[src/verilog/fps_pkg.sv]
package fps_pkg;
   // Register indices; byte address is four times the index
   localparam int IDX_CFG = 3;
   localparam int IDX_PROT = 4;
   localparam int IDX_STAT = 5;
   localparam logic [7:0] ADDR_CFG = 8'(IDX_CFG * 4);
   localparam logic [7:0] ADDR_PROT = 8'(IDX_PROT * 4);
   localparam logic [7:0] ADDR_STAT = 8'(IDX_STAT * 4);

   // Status fields
   localparam int ST_BUF_EMPTY = 7;
   localparam int ST_COMPLETE = 6;
   localparam int ST_VIOL = 5;
   localparam int ST_ACC_ERR = 4;
   localparam int ST_BLANK = 2;
   localparam int ST_FAIL = 1;
   localparam int ST_DONE = 0;

   // Protection fields
   localparam int PR_POLARITY = 7;
   localparam int PR_SPARE = 6;
   localparam int PR_HIGH_DIS = 5;
   localparam int PR_HIGH_SIZE = 3;
   localparam int PR_LOW_DIS = 2;
   localparam int PR_LOW_SIZE = 0;

   // Config fields
   localparam int CF_BUF_IRQ_EN = 7;
   localparam int CF_DONE_IRQ_EN = 6;

   localparam logic [7:0] PROT_RST = 8'hFF;
   localparam logic [7:0] CFG_RST = 8'h00;

   // Range bounds
   localparam logic [15:0] HIGH_BASE_0 = 16'hF800;
   localparam logic [15:0] HIGH_BASE_1 = 16'hF000;
   localparam logic [15:0] HIGH_BASE_2 = 16'hE000;
   localparam logic [15:0] HIGH_BASE_3 = 16'hC000;
   localparam logic [15:0] LOW_BASE = 16'h4000;
   localparam logic [15:0] LOW_END_0 = 16'h41FF;
   localparam logic [15:0] LOW_END_1 = 16'h43FF;
   localparam logic [15:0] LOW_END_2 = 16'h47FF;
   localparam logic [15:0] LOW_END_3 = 16'h4FFF;

   localparam logic [1:0] RESP_OKAY = 2'b00;
   localparam logic [1:0] RESP_SLVERR = 2'b10;

   typedef enum logic [1:0] {
      SEQ_IDLE = 2'b00,
      SEQ_ADDR = 2'b01,
      SEQ_CMD = 2'b10
   } fps_seq_e;
endpackage

[src/verilog/fps_flash_protect.sv]
// Function
// - Polarity set: a cleared disable bit protects its range; both set protect nothing.
// - Polarity clear with both disable bits set protects the whole array.
// - Polarity clear: ranges with disable bit 0 stay open, rest is protected.
// - High size code selects F800, F000, E000 or C000 up to FFFF.
// - Low size code selects 4000 up to 41FF, 43FF, 47FF or 4FFF.
// - Protection loaded from array after reset, still writable by software.
// - Disallowed scenario write is dropped; protection register keeps its value.
// - Only listed scenario transitions are accepted, protection only added.
// - Reading protection register returns the scenario currently in force.
// - Normal modes: buffer, violation, error writable; complete, blank read-only; rest zero.
// - Special modes: fail readable and writable, done readable only.
// - Buffer-empty flag bit 7; write 1 clears it only when it launches a command, write 0 leaves it.
// - Writing 0 to buffer-empty mid-sequence aborts and sets access error.
// - Interrupt requested for buffer-empty or complete flag with its enable.
// - Complete flag bit 6 clears with buffer-empty, sets when all commands finish.
// - Violation bit 5 sets on protected program/erase, write-1 clear, blocks launch.
// - Access error bit 4 sets on sequence, command or stop fault, blocks launch.
// - Blank bit 2 set by erase-verify pass, cleared at valid launch.
// - Special modes: fail bit 1 sets on verify failure, write-1 clear, blocks launch.
// - Special modes: done bit 0 reads 0 while an operation is active.
// - Size fields take writes only while their disable bit is set.
module fps_flash_protect (
   input wire logic clock, // Bus clock
   input wire logic rstn, // Async reset, active low
   input wire logic [7:0] s_awaddr, // Write address
   input wire logic s_awvalid, // Write address valid
   output logic s_awready, // Write address ready
   input wire logic [31:0] s_wdata, // Write data
   input wire logic [3:0] s_wstrb, // Write strobes
   input wire logic s_wvalid, // Write data valid
   output logic s_wready, // Write data ready
   output logic [1:0] s_bresp, // Write response
   output logic s_bvalid, // Write response valid
   input wire logic s_bready, // Write response ready
   input wire logic [7:0] s_araddr, // Read address
   input wire logic s_arvalid, // Read address valid
   output logic s_arready, // Read address ready
   output logic [31:0] s_rdata, // Read data
   output logic [1:0] s_rresp, // Read response
   output logic s_rvalid, // Read data valid
   input wire logic s_rready, // Read data ready
   input wire logic special_mode, // Special (test) mode
   input wire logic nv_load, // Pulse: protection word fetched
   input wire logic [7:0] nv_prot, // Protection word from array
   input wire logic arr_wr, // Pulse: aligned word write to array
   input wire logic [15:0] arr_addr, // Address of that write
   input wire logic cmd_wr, // Pulse: command register written
   input wire logic cmd_legal, // Command code is valid
   input wire logic cmd_pe, // Command programs or erases
   input wire logic eng_take, // Pulse: engine took buffered command
   input wire logic eng_busy, // Engine operation active
   input wire logic verify_blank, // Pulse: erase-verify found erased
   input wire logic verify_fail, // Pulse: erase-verify found not erased
   input wire logic stop_req, // Pulse: processor stop instruction
   output logic cmd_launch, // Pulse: command launched
   output logic [15:0] launch_addr, // Address of launched command
   output logic irq_buffer_empty, // Interrupt request, buffer empty
   output logic irq_complete // Interrupt request, complete
);

   ////////////////////////////////////////////////////////////////
   function automatic logic [2:0] scen(input logic [7:0] p);
      scen = {p[fps_pkg::PR_POLARITY], p[fps_pkg::PR_HIGH_DIS], p[fps_pkg::PR_LOW_DIS]};
   endfunction

   // Bit n of the result: move to scenario n is allowed
   function automatic logic [7:0] allowed(input logic [2:0] from);
      case (from)
         3'd0: allowed = 8'b0000_1111;
         3'd1: allowed = 8'b0000_1010;
         3'd2: allowed = 8'b0000_1100;
         3'd3: allowed = 8'b0000_1000;
         3'd4: allowed = 8'b0001_1000;
         3'd5: allowed = 8'b0011_1100;
         3'd6: allowed = 8'b0101_1010;
         default: allowed = 8'b1111_1111;
      endcase
   endfunction

   // A bit-select straight on a call result is refused by strict front ends
   function automatic logic legal_move(input logic [7:0] from_p, input logic [7:0] to_p);
      logic [7:0] v;
      v = allowed(scen(from_p));
      legal_move = v[scen(to_p)];
   endfunction

   function automatic logic hit(input logic [15:0] a, input logic [7:0] p);
      logic [15:0] hb;
      logic [15:0] le;
      logic in_h;
      logic in_l;
      logic open_h;
      logic open_l;
      case (p[fps_pkg::PR_HIGH_SIZE +: 2])
         2'd0: hb = fps_pkg::HIGH_BASE_0;
         2'd1: hb = fps_pkg::HIGH_BASE_1;
         2'd2: hb = fps_pkg::HIGH_BASE_2;
         default: hb = fps_pkg::HIGH_BASE_3;
      endcase
      case (p[fps_pkg::PR_LOW_SIZE +: 2])
         2'd0: le = fps_pkg::LOW_END_0;
         2'd1: le = fps_pkg::LOW_END_1;
         2'd2: le = fps_pkg::LOW_END_2;
         default: le = fps_pkg::LOW_END_3;
      endcase
      in_h = (a >= hb);
      in_l = (a >= fps_pkg::LOW_BASE) && (a <= le);
      open_h = !p[fps_pkg::PR_HIGH_DIS] && in_h;
      open_l = !p[fps_pkg::PR_LOW_DIS] && in_l;
      if (p[fps_pkg::PR_POLARITY]) begin
         hit = open_h || open_l;
      end else begin
         hit = !(open_h || open_l);
      end
   endfunction

   ////////////////////////////////////////////////////////////////
   // Bus slave
   logic aw_full_reg;
   logic w_full_reg;
   logic [7:0] aw_addr_reg;
   logic [7:0] w_data_reg;
   logic w_strb_reg;
   logic bvalid_reg;
   logic [1:0] bresp_reg;
   logic rvalid_reg;
   logic [31:0] rdata_reg;
   logic [1:0] rresp_reg;
   logic wr_fire;
   logic wr_cfg;
   logic wr_prot;
   logic wr_stat;
   logic [7:0] wd;
   logic [7:0] rd_mux;
   logic rd_ok;

   assign s_awready = !aw_full_reg;
   assign s_wready = !w_full_reg;
   assign s_bvalid = bvalid_reg;
   assign s_bresp = bresp_reg;
   assign s_arready = !rvalid_reg;
   assign s_rvalid = rvalid_reg;
   assign s_rdata = rdata_reg;
   assign s_rresp = rresp_reg;

   assign wr_fire = aw_full_reg && w_full_reg && !bvalid_reg;
   assign wd = w_data_reg;
   assign wr_cfg = wr_fire && w_strb_reg && (aw_addr_reg == fps_pkg::ADDR_CFG);
   assign wr_prot = wr_fire && w_strb_reg && (aw_addr_reg == fps_pkg::ADDR_PROT);
   assign wr_stat = wr_fire && w_strb_reg && (aw_addr_reg == fps_pkg::ADDR_STAT);

   always_ff @(posedge clock or negedge rstn) begin
      if (!rstn) begin
         aw_full_reg <= 1'b0;
         aw_addr_reg <= 8'h00;
      end else if (s_awvalid && !aw_full_reg) begin
         aw_full_reg <= 1'b1;
         aw_addr_reg <= s_awaddr;
      end else if (wr_fire) begin
         aw_full_reg <= 1'b0;
      end
   end

   always_ff @(posedge clock or negedge rstn) begin
      if (!rstn) begin
         w_full_reg <= 1'b0;
         w_data_reg <= 8'h00;
         w_strb_reg <= 1'b0;
      end else if (s_wvalid && !w_full_reg) begin
         w_full_reg <= 1'b1;
         w_data_reg <= s_wdata[7:0];
         w_strb_reg <= s_wstrb[0];
      end else if (wr_fire) begin
         w_full_reg <= 1'b0;
      end
   end

   always_ff @(posedge clock or negedge rstn) begin
      if (!rstn) begin
         bvalid_reg <= 1'b0;
         bresp_reg <= fps_pkg::RESP_OKAY;
      end else if (wr_fire) begin
         bvalid_reg <= 1'b1;
         case (aw_addr_reg)
            fps_pkg::ADDR_CFG, fps_pkg::ADDR_PROT, fps_pkg::ADDR_STAT: bresp_reg <= fps_pkg::RESP_OKAY;
            default: bresp_reg <= fps_pkg::RESP_SLVERR;
         endcase
      end else if (s_bready) begin
         bvalid_reg <= 1'b0;
      end
   end

   ////////////////////////////////////////////////////////////////
   // Protection register
   logic [7:0] prot_reg;
   logic [7:0] prot_cand;
   logic move_ok;

   assign move_ok = legal_move(prot_reg, prot_cand);

   always_comb begin
      prot_cand = wd;
      prot_cand[fps_pkg::PR_SPARE] = prot_reg[fps_pkg::PR_SPARE];
      if (!prot_reg[fps_pkg::PR_HIGH_DIS]) begin
         prot_cand[fps_pkg::PR_HIGH_SIZE +: 2] = prot_reg[fps_pkg::PR_HIGH_SIZE +: 2];
      end
      if (!prot_reg[fps_pkg::PR_LOW_DIS]) begin
         prot_cand[fps_pkg::PR_LOW_SIZE +: 2] = prot_reg[fps_pkg::PR_LOW_SIZE +: 2];
      end
   end

   always_ff @(posedge clock or negedge rstn) begin
      if (!rstn) begin
         prot_reg <= fps_pkg::PROT_RST;
      end else if (nv_load) begin
         prot_reg <= nv_prot;
      end else if (wr_prot && move_ok) begin
         prot_reg <= prot_cand;
      end
   end

   ////////////////////////////////////////////////////////////////
   // Config register
   logic [7:0] cfg_reg;

   always_ff @(posedge clock or negedge rstn) begin
      if (!rstn) begin
         cfg_reg <= fps_pkg::CFG_RST;
      end else if (wr_cfg) begin
         cfg_reg <= wd & 8'hC0;
      end
   end

   ////////////////////////////////////////////////////////////////
   // Command write sequence
   fps_pkg::fps_seq_e seq_reg;
   logic [15:0] seq_addr_reg;
   logic seq_pe_reg;
   logic buf_empty_reg;
   logic complete_reg;
   logic viol_reg;
   logic acc_err_reg;
   logic blank_reg;
   logic fail_reg;
   logic blocked;
   logic attempt;
   logic viol_set;
   logic go;
   logic abort0;
   logic seq_err;
   logic acc_set;

   assign blocked = viol_reg || acc_err_reg || fail_reg;
   assign attempt = wr_stat && wd[fps_pkg::ST_BUF_EMPTY] && (seq_reg == fps_pkg::SEQ_CMD);
   assign viol_set = attempt && !blocked && seq_pe_reg && hit(seq_addr_reg, prot_reg);
   assign go = attempt && !blocked && !viol_set;
   assign abort0 = wr_stat && !wd[fps_pkg::ST_BUF_EMPTY] && (seq_reg != fps_pkg::SEQ_IDLE);
   assign seq_err = (arr_wr && (seq_reg != fps_pkg::SEQ_IDLE))
      || (cmd_wr && (seq_reg != fps_pkg::SEQ_ADDR))
      || (cmd_wr && !cmd_legal);
   assign acc_set = abort0 || seq_err || (stop_req && !complete_reg);

   always_ff @(posedge clock or negedge rstn) begin
      if (!rstn) begin
         seq_reg <= fps_pkg::SEQ_IDLE;
      end else begin
         case (seq_reg)
            fps_pkg::SEQ_IDLE: begin
               if (arr_wr) begin
                  seq_reg <= fps_pkg::SEQ_ADDR;
               end
            end
            fps_pkg::SEQ_ADDR: begin
               if (abort0 || arr_wr || (cmd_wr && !cmd_legal)) begin
                  seq_reg <= fps_pkg::SEQ_IDLE;
               end else if (cmd_wr) begin
                  seq_reg <= fps_pkg::SEQ_CMD;
               end
            end
            fps_pkg::SEQ_CMD: begin
               if (attempt || abort0 || arr_wr || cmd_wr) begin
                  seq_reg <= fps_pkg::SEQ_IDLE;
               end
            end
            default: seq_reg <= fps_pkg::SEQ_IDLE;
         endcase
      end
   end

   always_ff @(posedge clock or negedge rstn) begin
      if (!rstn) begin
         seq_addr_reg <= 16'h0000;
         seq_pe_reg <= 1'b0;
      end else begin
         if (arr_wr && (seq_reg == fps_pkg::SEQ_IDLE)) begin
            seq_addr_reg <= arr_addr;
         end
         if (cmd_wr && (seq_reg == fps_pkg::SEQ_ADDR)) begin
            seq_pe_reg <= cmd_pe;
         end
      end
   end

   always_ff @(posedge clock or negedge rstn) begin
      if (!rstn) begin
         cmd_launch <= 1'b0;
         launch_addr <= 16'h0000;
      end else begin
         cmd_launch <= go;
         if (go) begin
            launch_addr <= seq_addr_reg;
         end
      end
   end

   ////////////////////////////////////////////////////////////////
   // Status flags; a set in the clearing cycle wins
   always_ff @(posedge clock or negedge rstn) begin
      if (!rstn) begin
         buf_empty_reg <= 1'b1;
      end else begin
         buf_empty_reg <= eng_take || (buf_empty_reg && !go);
      end
   end

   // Complete only once buffer drained and engine idle
   always_ff @(posedge clock or negedge rstn) begin
      if (!rstn) begin
         complete_reg <= 1'b1;
      end else begin
         complete_reg <= buf_empty_reg && !go && !eng_busy;
      end
   end

   always_ff @(posedge clock or negedge rstn) begin
      if (!rstn) begin
         viol_reg <= 1'b0;
      end else begin
         viol_reg <= viol_set || (viol_reg && !(wr_stat && wd[fps_pkg::ST_VIOL]));
      end
   end

   always_ff @(posedge clock or negedge rstn) begin
      if (!rstn) begin
         acc_err_reg <= 1'b0;
      end else begin
         acc_err_reg <= acc_set || (acc_err_reg && !(wr_stat && wd[fps_pkg::ST_ACC_ERR]));
      end
   end

   always_ff @(posedge clock or negedge rstn) begin
      if (!rstn) begin
         blank_reg <= 1'b0;
      end else begin
         blank_reg <= verify_blank || (blank_reg && !go);
      end
   end

   always_ff @(posedge clock or negedge rstn) begin
      if (!rstn) begin
         fail_reg <= 1'b0;
      end else begin
         fail_reg <= (special_mode && verify_fail)
            || (fail_reg && !(special_mode && wr_stat && wd[fps_pkg::ST_FAIL]));
      end
   end

   always_ff @(posedge clock or negedge rstn) begin
      if (!rstn) begin
         irq_buffer_empty <= 1'b0;
         irq_complete <= 1'b0;
      end else begin
         irq_buffer_empty <= buf_empty_reg && cfg_reg[fps_pkg::CF_BUF_IRQ_EN];
         irq_complete <= complete_reg && cfg_reg[fps_pkg::CF_DONE_IRQ_EN];
      end
   end

   ////////////////////////////////////////////////////////////////
   // Read path
   always_comb begin
      rd_mux = 8'h00;
      rd_ok = 1'b1;
      case (s_araddr)
         fps_pkg::ADDR_CFG: rd_mux = cfg_reg;
         fps_pkg::ADDR_PROT: rd_mux = prot_reg;
         fps_pkg::ADDR_STAT: begin
            rd_mux[fps_pkg::ST_BUF_EMPTY] = buf_empty_reg;
            rd_mux[fps_pkg::ST_COMPLETE] = complete_reg;
            rd_mux[fps_pkg::ST_VIOL] = viol_reg;
            rd_mux[fps_pkg::ST_ACC_ERR] = acc_err_reg;
            rd_mux[fps_pkg::ST_BLANK] = blank_reg;
            rd_mux[fps_pkg::ST_FAIL] = special_mode && fail_reg;
            rd_mux[fps_pkg::ST_DONE] = special_mode && !eng_busy;
         end
         default: rd_ok = 1'b0;
      endcase
   end

   always_ff @(posedge clock or negedge rstn) begin
      if (!rstn) begin
         rvalid_reg <= 1'b0;
         rdata_reg <= 32'h0000_0000;
         rresp_reg <= fps_pkg::RESP_OKAY;
      end else if (s_arvalid && !rvalid_reg) begin
         rvalid_reg <= 1'b1;
         rdata_reg <= {24'h00_0000, rd_mux};
         rresp_reg <= rd_ok ? fps_pkg::RESP_OKAY : fps_pkg::RESP_SLVERR;
      end else if (s_rready) begin
         rvalid_reg <= 1'b0;
      end
   end
endmodule

[config.mk]
export PLATFORM = sky130hd
export DESIGN_NAME = fps_flash_protect
export DESIGN_NICKNAME = d
export VERILOG_FILES = /design/src/verilog/fps_pkg.sv /design/src/verilog/fps_flash_protect.sv
export SDC_FILE = /design/constraint.sdc
export NUM_CORES = 1
export LEC_CHECK = 0
export BUFFER_PORTS_ARGS = -buffer_cell sky130_fd_sc_hd__buf_4
export CORE_MARGIN = 3
export CORE_UTILIZATION = 40
export DETAILED_ROUTE_END_ITERATION = 12
export PLACE_DENSITY_LB_ADDON = 0.1
export SLEW_MARGIN = 20
export SYNTH_ARGS = -nofsm -noshare
export SYNTH_HDL_FRONTEND = slang
export SYNTH_SLANG_ARGS = --single-unit
[constraint.sdc]
create_clock -name clock -period 3.95 [get_ports clock]
set_input_delay 0.79 -clock clock [delete_from_list [all_inputs] [get_ports clock]]
set_output_delay 0.79 -clock clock [all_outputs]
set_load 0.03 [all_outputs]
==> run metrics, run 1 <==
status=finished, final reports clean; number of global-route vias before repair=2896; busiest layer in global routing=met2; post-synthesis cell count=357; worst hold path class=in2async; layout cell share with drive strength beyond 1=40.78%; cell taking the most area after synthesis=dfrtp_1; clock tree from TritonCTS=built; ratio of final minimum period to clock period=78.88%; Floorplan Core Area=9910 µm²; Synth Flop Type=dfrtp_1; area enclosed by the die boundary=11630 µm²; top cells by area in the synthesized netlist=dfrtp_1 (45%), mux2_2 (12%), dfstp_2 (6.3%); setup TNS=0 ns; distinct cell type count after synthesis=60; met2 track demand over resource in global routing=23.93%; area growth from synthesis to layout=22.70%; Setup CP Type=reg2reg; DRC violation count after routing=0; critical path required time=4.19 ns; final hold vios=0; initial detailed-routing violation count=138; total power divided by cell area=463.1 nW/µm²; height of the die=107.9 µm; Least-Margin Pin Slew=0.7936 ns; pin count of the biggest net entering global routing=86; overall global routing resource usage=16.32%; Fin Clk Skew=0.008735 ns; maximum fanout count along the critical path=11; hold buffer count at cts=0; sequential share of the synthesized area=51.55%; synthesized area per cell=11.63 µm²; crit-path leading delay family=compound AO/OA/AOI/OAI gates; Remaining Overflow, GRT=0; element type at the critical path start=flop; normalized max-slew margin=46.99%; placement row count=36; final cell count without fillers=594; met1 track utilization from global routing=23.10%; Filler Cell Count=969; met3 Track Usage GR=4.439%; number of iterations in the first detailed-routing pass=6; Post-synth EDFFs=0; crit end category=flop; global-route wire length before repair=14730 µm; largest stage delay on the critical path=0.57 ns; x dimension of the die=107.9 µm; Worst-Skew Late Latency=0.35 ns; FFs w/ async S/R, synth=100.0%; total CTS buffers=9; placed cell count=579; number of maximum-capacitance constraint violations=0; Clock H-tree levels=3; number of top-level design ports=154; Synthesis Warnings=0; # diodes=0; static leakage power=0.002415 µW; number of setup buffers added after CTS=0; total standard cell area after synthesis=4150 µm²; number of sinks handled by clock tree synthesis=85; number of storage elements in the synthesis netlist=85; final count of pins violating max slew=0; final setup violation count=0; number of buffer cells added on primary ports=100; count of nets left with antenna violations after detail routing=0; area fraction of the dominant cell type after synthesis=45.22%; half-perimeter wire length of the detailed placement result=6677 µm; worst path buffer plus inverter count=1; post-route cell area=5092 µm²; clock-pin transition on the worst setup and hold timing paths=0.08 ns; setup repair after global routing missed its margin=no; Placer Congestion=0.8128; antenna violations before repair=0; detailed-route wire length=9125 µm; worst endpoint data arrival time=3.35 ns; post-layout min period=3.116 ns; buffers from clock root to sink, at most=2; routed vias=2965; Resized Gates After CTS=0; VDD IR max=256.7 µV; Initial Utilization=41.88%; number of vias per cell after detailed routing=4.992; Max Clock Freq=0.3210 GHz; CTS Root Cell=clkbuf_8; net total in the final layout=558; post-detailed-placement cell area=4907 µm²; routed len/inst=15.36 µm; slowest library cell on the worst path=dfstp_2; Cell Chain, Critical Path=nor2_1 -> ha_1 -> nor4bb_1 -> nand4_1 -> a311oi_1 -> a2111oi_0 -> a311o_1 -> buf_4 -> mux2_4
[kinds of logic (layout without fill, tap and decap cells)]
logic type                 after synthesis  count (layout)  synth area share, %
DFF                                     85              85                51.55
buffers and inverters                   55             134                8.200
and+or+nand+nor                         86              86                11.55
xor gates and xnor gates                 1               1               0.2111
AOI/OAI and AO/OA                       68              68                11.13
muxes                                   54              54                15.16
adders and majority gates                7               7                2.110
other                                    1              26              0.09036
[worst paths after layout]
| check | from | to | slack [ns] | cells past startpoint |
|---|---|---|---|---|
| worst min-delay path | rstn | launch_addr[14] | 0.49 | 1 |
| worst max register to register | prot_reg[4] | launch_addr[11] | 0.83 | 9 |
| worst min register to register | s_rdata[2] | s_rdata[2] | 0.49 | 2 |
| min in group clock | s_rdata[2] | s_rdata[2] | 0.49 | 2 |
| max in group asynchronous | rstn | launch_addr[3] | 2.93 | 1 |
| worst max-delay path | prot_reg[4] | launch_addr[11] | 0.83 | 9 |
[cell usage in the layout (no fill, tap or decap), drive strengths merged, types with 4 or more instances in the layout]
cell type and count:
nand2b 4, clkbuf 11, inv 15, nor2 11
conb 26, buf 104, dfstp 10, dfrtp 75
a22oi 5, o21ai 20, mux2i 4, a31oi 6
nor2b 12, and2 4, nand2 28, ha 7
a21oi 9, mux2 50, nand4 5
[layout make-up]
class	count	area, µm²	share of cell area [%]
well taps	133	166.4	3.268
flip-flops and latches	85	2140	42.01
inverters	15	56.30	1.106
clock buffers	11	131.4	2.580
multi-input cells	242	1764	34.64
repair buffers	104	784.5	15.41
clock inverters	4	50.05	0.9828
[worst register-to-register path, stage by stage, from the launching register on]
cell and delay [ns]:
dfstp_2 0.57, nor2_1 0.06, ha_1 0.26, nor4bb_1 0.19, nand4_1 0.13, a311oi_1 0.53, a2111oi_0 0.16, a311o_1 0.51
buf_4 0.27, mux2_4 0.32
[metrics by stage]
stage	setup WS (ns)	util (%)	hold WS, ns	total power (µW)
final	0.8343	51.39	0.4868	2359
after global routing	0.5683	51.39	0.5182	2514
after CTS	0.8307	51.35	0.4910	2387
after detailed placement	0.8366	49.52	0.4721	1794
after global placement	0.8888	49.52	0.4657	1775
after floorplan	1.339	-	0.4573	1594
[synthesized netlist by cell type, drive strengths merged, types with 5 or more instances]
cell and number:
nand2 28, a31oi 6, dfrtp 75, a22oi 5
o21ai 20, nand4 5, nor2 11, clkbuf 7
a21oi 9, dfstp 10, inv 15, buf 33
nor2b 12, ha 7, mux2 50
[report_power, final]
group          leakage [µW]  switching, µW  total (µW)  internal [µW]
Sequential          0.00104            168        1210           1040
Combinational       0.00129            278         561            283
Clock             0.0000854            299         588            288
Total               0.00242            746        2360           1610
[metal layers]
metal / up-vias / wire, µm
met2: 95 / 4038
met4: 0 / 143
met3: 12 / 573
met5: - / 0
met1: 1445 / 4370
li1: 1413 / -
Power figures use the tool's default switching activity.
==> run 2: changes to the inputs <==
==> constraint.sdc (replaced) <==
create_clock -name clock -period 2.8 [get_ports clock]
set_input_delay 0.56 -clock clock [delete_from_list [all_inputs] [get_ports clock]]
set_output_delay 0.56 -clock clock [all_outputs]
set_load 0.03 [all_outputs]
==> run metrics, run 2 (synthesis gave the netlist of run 1 again) <==
number of setup buffers added after CTS=0 (unchanged); flop-to-flop setup slack=0.13 ns (was 0.83 ns); most frequent cells in the layout=buf_4 (106), dfrtp_1 (75), mux2_2 (43) (was buf_4 (103), dfrtp_1 (75), mux2_2 (43)); area enclosed by the die boundary=11630 µm² (unchanged); Setup CP Type=reg2reg (unchanged); normalized max-slew margin=43.08% (was 46.99%); most common library cell in the layout ignoring fill and taps=buf_4 (unchanged); number of vias per cell after detailed routing=4.920 (was 4.992); post-layout min period=2.670 ns (was 3.116 ns); static leakage power=0.002453 µW (was 0.002415 µW); hold buffer count at cts=0 (unchanged); met2 track demand over resource in global routing=24.60% (was 23.93%); Max Clock Freq=0.3745 GHz (was 0.3210 GHz); status=finished, final reports clean (unchanged); met1 track utilization from global routing=22.72% (was 23.10%); area growth from synthesis to layout=24.30% (was 22.70%); net total in the final layout=562 (was 558); Worst R2R Path Depth=9 (unchanged); setup slack of the critical path after layout=0.1298 ns (was 0.8343 ns); antenna violations before repair=0 (unchanged); placement row count=36 (unchanged); worst hold path class=in2async (unchanged); DRC violation count after routing=0 (unchanged); clock-pin transition on the worst setup and hold timing paths=0.08 ns (about the same); height of the die=107.9 µm (unchanged); number of buffer cells added on primary ports=100 (unchanged); total power divided by cell area=645.7 nW/µm² (was 463.1 nW/µm²); Remaining Overflow, GRT=0 (unchanged); Crit Reg-Reg Startpoint=prot_reg[4] (unchanged); routed vias=2947 (was 2965); count of nets left with antenna violations after detail routing=0 (unchanged); Placer Congestion=0.8122 (was 0.8128); critical register-to-register path endpoint=launch_addr[11] (unchanged); final cell count without fillers=599 (was 594); x dimension of the die=107.9 µm (unchanged); global-route wire length before repair=14810 µm (was 14730 µm); initial detailed-routing violation count=125 (was 138); maximum fanout count along the critical path=19 (was 11); Clock H-tree levels=3 (unchanged); number of top-level design ports=154 (unchanged); Worst-Skew Late Latency=0.34 ns (was 0.35 ns); met3 Track Usage GR=4.739% (was 4.439%); final hold vios=0 (unchanged); Total Power=3331 µW (was 2359 µW); pin count of the biggest net entering global routing=45 (was 86); Least-Margin Pin Slew=0.8521 ns (was 0.7936 ns); final count of pins violating max slew=0 (unchanged); clock tree from TritonCTS=built (unchanged); number of global-route vias before repair=2886 (was 2896); detailed-route wire length=9114 µm (was 9125 µm); layout cell share with drive strength beyond 1=41.85% (was 40.78%); placed cell count=583 (was 579); worst slack, placed=0.005959 ns (was 0.8366 ns); CTS Root Cell=clkbuf_8 (unchanged); ratio of final minimum period to clock period=95.36% (was 78.88%); # diodes=0 (unchanged); VDD IR max=423.5 µV (was 256.7 µV); critical path required time=3.03 ns (was 4.19 ns); setup TNS=0 ns (unchanged); setup repair after global routing missed its margin=no (unchanged); busiest layer in global routing=met2 (unchanged); routed len/inst=15.22 µm (was 15.36 µm); Floorplan Core Area=9910 µm² (unchanged); total CTS buffers=9 (unchanged); crit end category=flop (unchanged); Initial Utilization=41.88% (unchanged); half-perimeter wire length of the detailed placement result=6839 µm (was 6677 µm); final setup violation count=0 (unchanged); element type at the critical path start=flop (unchanged); Fin Clk Skew=0.009156 ns (was 0.008735 ns); worst endpoint data arrival time=2.90 ns (was 3.35 ns); overall global routing resource usage=16.33% (was 16.32%); number of iterations in the first detailed-routing pass=4 (was 6); number of maximum-capacitance constraint violations=0 (unchanged); number of sinks handled by clock tree synthesis=85 (unchanged); Hold WS=0.2147 ns (was 0.4868 ns); buffers from clock root to sink, at most=2 (unchanged)
-- run 2: cell types whose count changed in the layout (fill, tap and decap cells not counted) --
cell	change
nor4bb_1	-1
nor4bb_2	+1
buf_12	+2
clkinv_2	+2
a311oi_2	+1
a311oi_1	-1
buf_4	+3
clkinvlp_4	-1
buf_6	-1
-- run 2: where the power goes --
| part | total [µW] | switching (µW) | internal [µW] |
|---|---|---|---|
| Sequential | 1700 | 232 | 1470 |
| Combinational | 807 | 398 | 410 |
| Clock | 822 | 414 | 409 |
-- run 2: worst max path at each step --
stage	startpoint	to	slack (ns)	cells past startpoint
CTS	prot_reg[4]	launch_addr[11]	0.06	9
global placement	prot_reg[4]	launch_addr[12]	0.04	9
global route	prot_reg[4]	launch_addr[11]	0.02	9
detailed placement	prot_reg[4]	launch_addr[15]	0.006	9
finish	prot_reg[4]	launch_addr[11]	0.13	9
floorplan	prot_reg[4]	launch_addr[10]	0.19	10
-- run 2: what timing repair did --
| action | in CTS | in global routing |
|---|---|---|
| pin swaps | 0 | 1 |
| setup endpoints to repair | 6 | 16 |
| resized for setup | 1 | 1 |
-- run 2: stage by stage --
stage,utilization [%],area (µm²)
6_report,52.06,5159
5_1_grt,52.06,5159
2_1_floorplan,-,4244
4_1_cts,51.99,5152
3_5_place_dp,50.08,4962
3_3_place_gp,50.08,4962
-- run 2: routing by layer --
metal  share of wire [%]  wire length [µm]
met5                   0                 0
met4                 1.4               126
met3                 7.3               669
met2                  43              3950
met1                  48              4368
-- run 2: critical path: stages (launching register included) --
cell	delay, ns
dfstp_2	0.57
nor2_1	0.06
ha_1	0.27
nor4bb_2	0.20
nand4_1	0.17
a311oi_2	0.30
a2111oi_0	0.11
a311o_1	0.39
buf_12	0.18
mux2_4	0.30
-- run 2: layout make-up --
class	count	area, µm²
multi-input cells	242	1777
clock buffers	11	131.4
flip-flops and latches	85	2140
clock inverters	5	52.55
fillers	936	4751
inverters	15	56.30
well taps	133	166.4
repair buffers	108	835.8
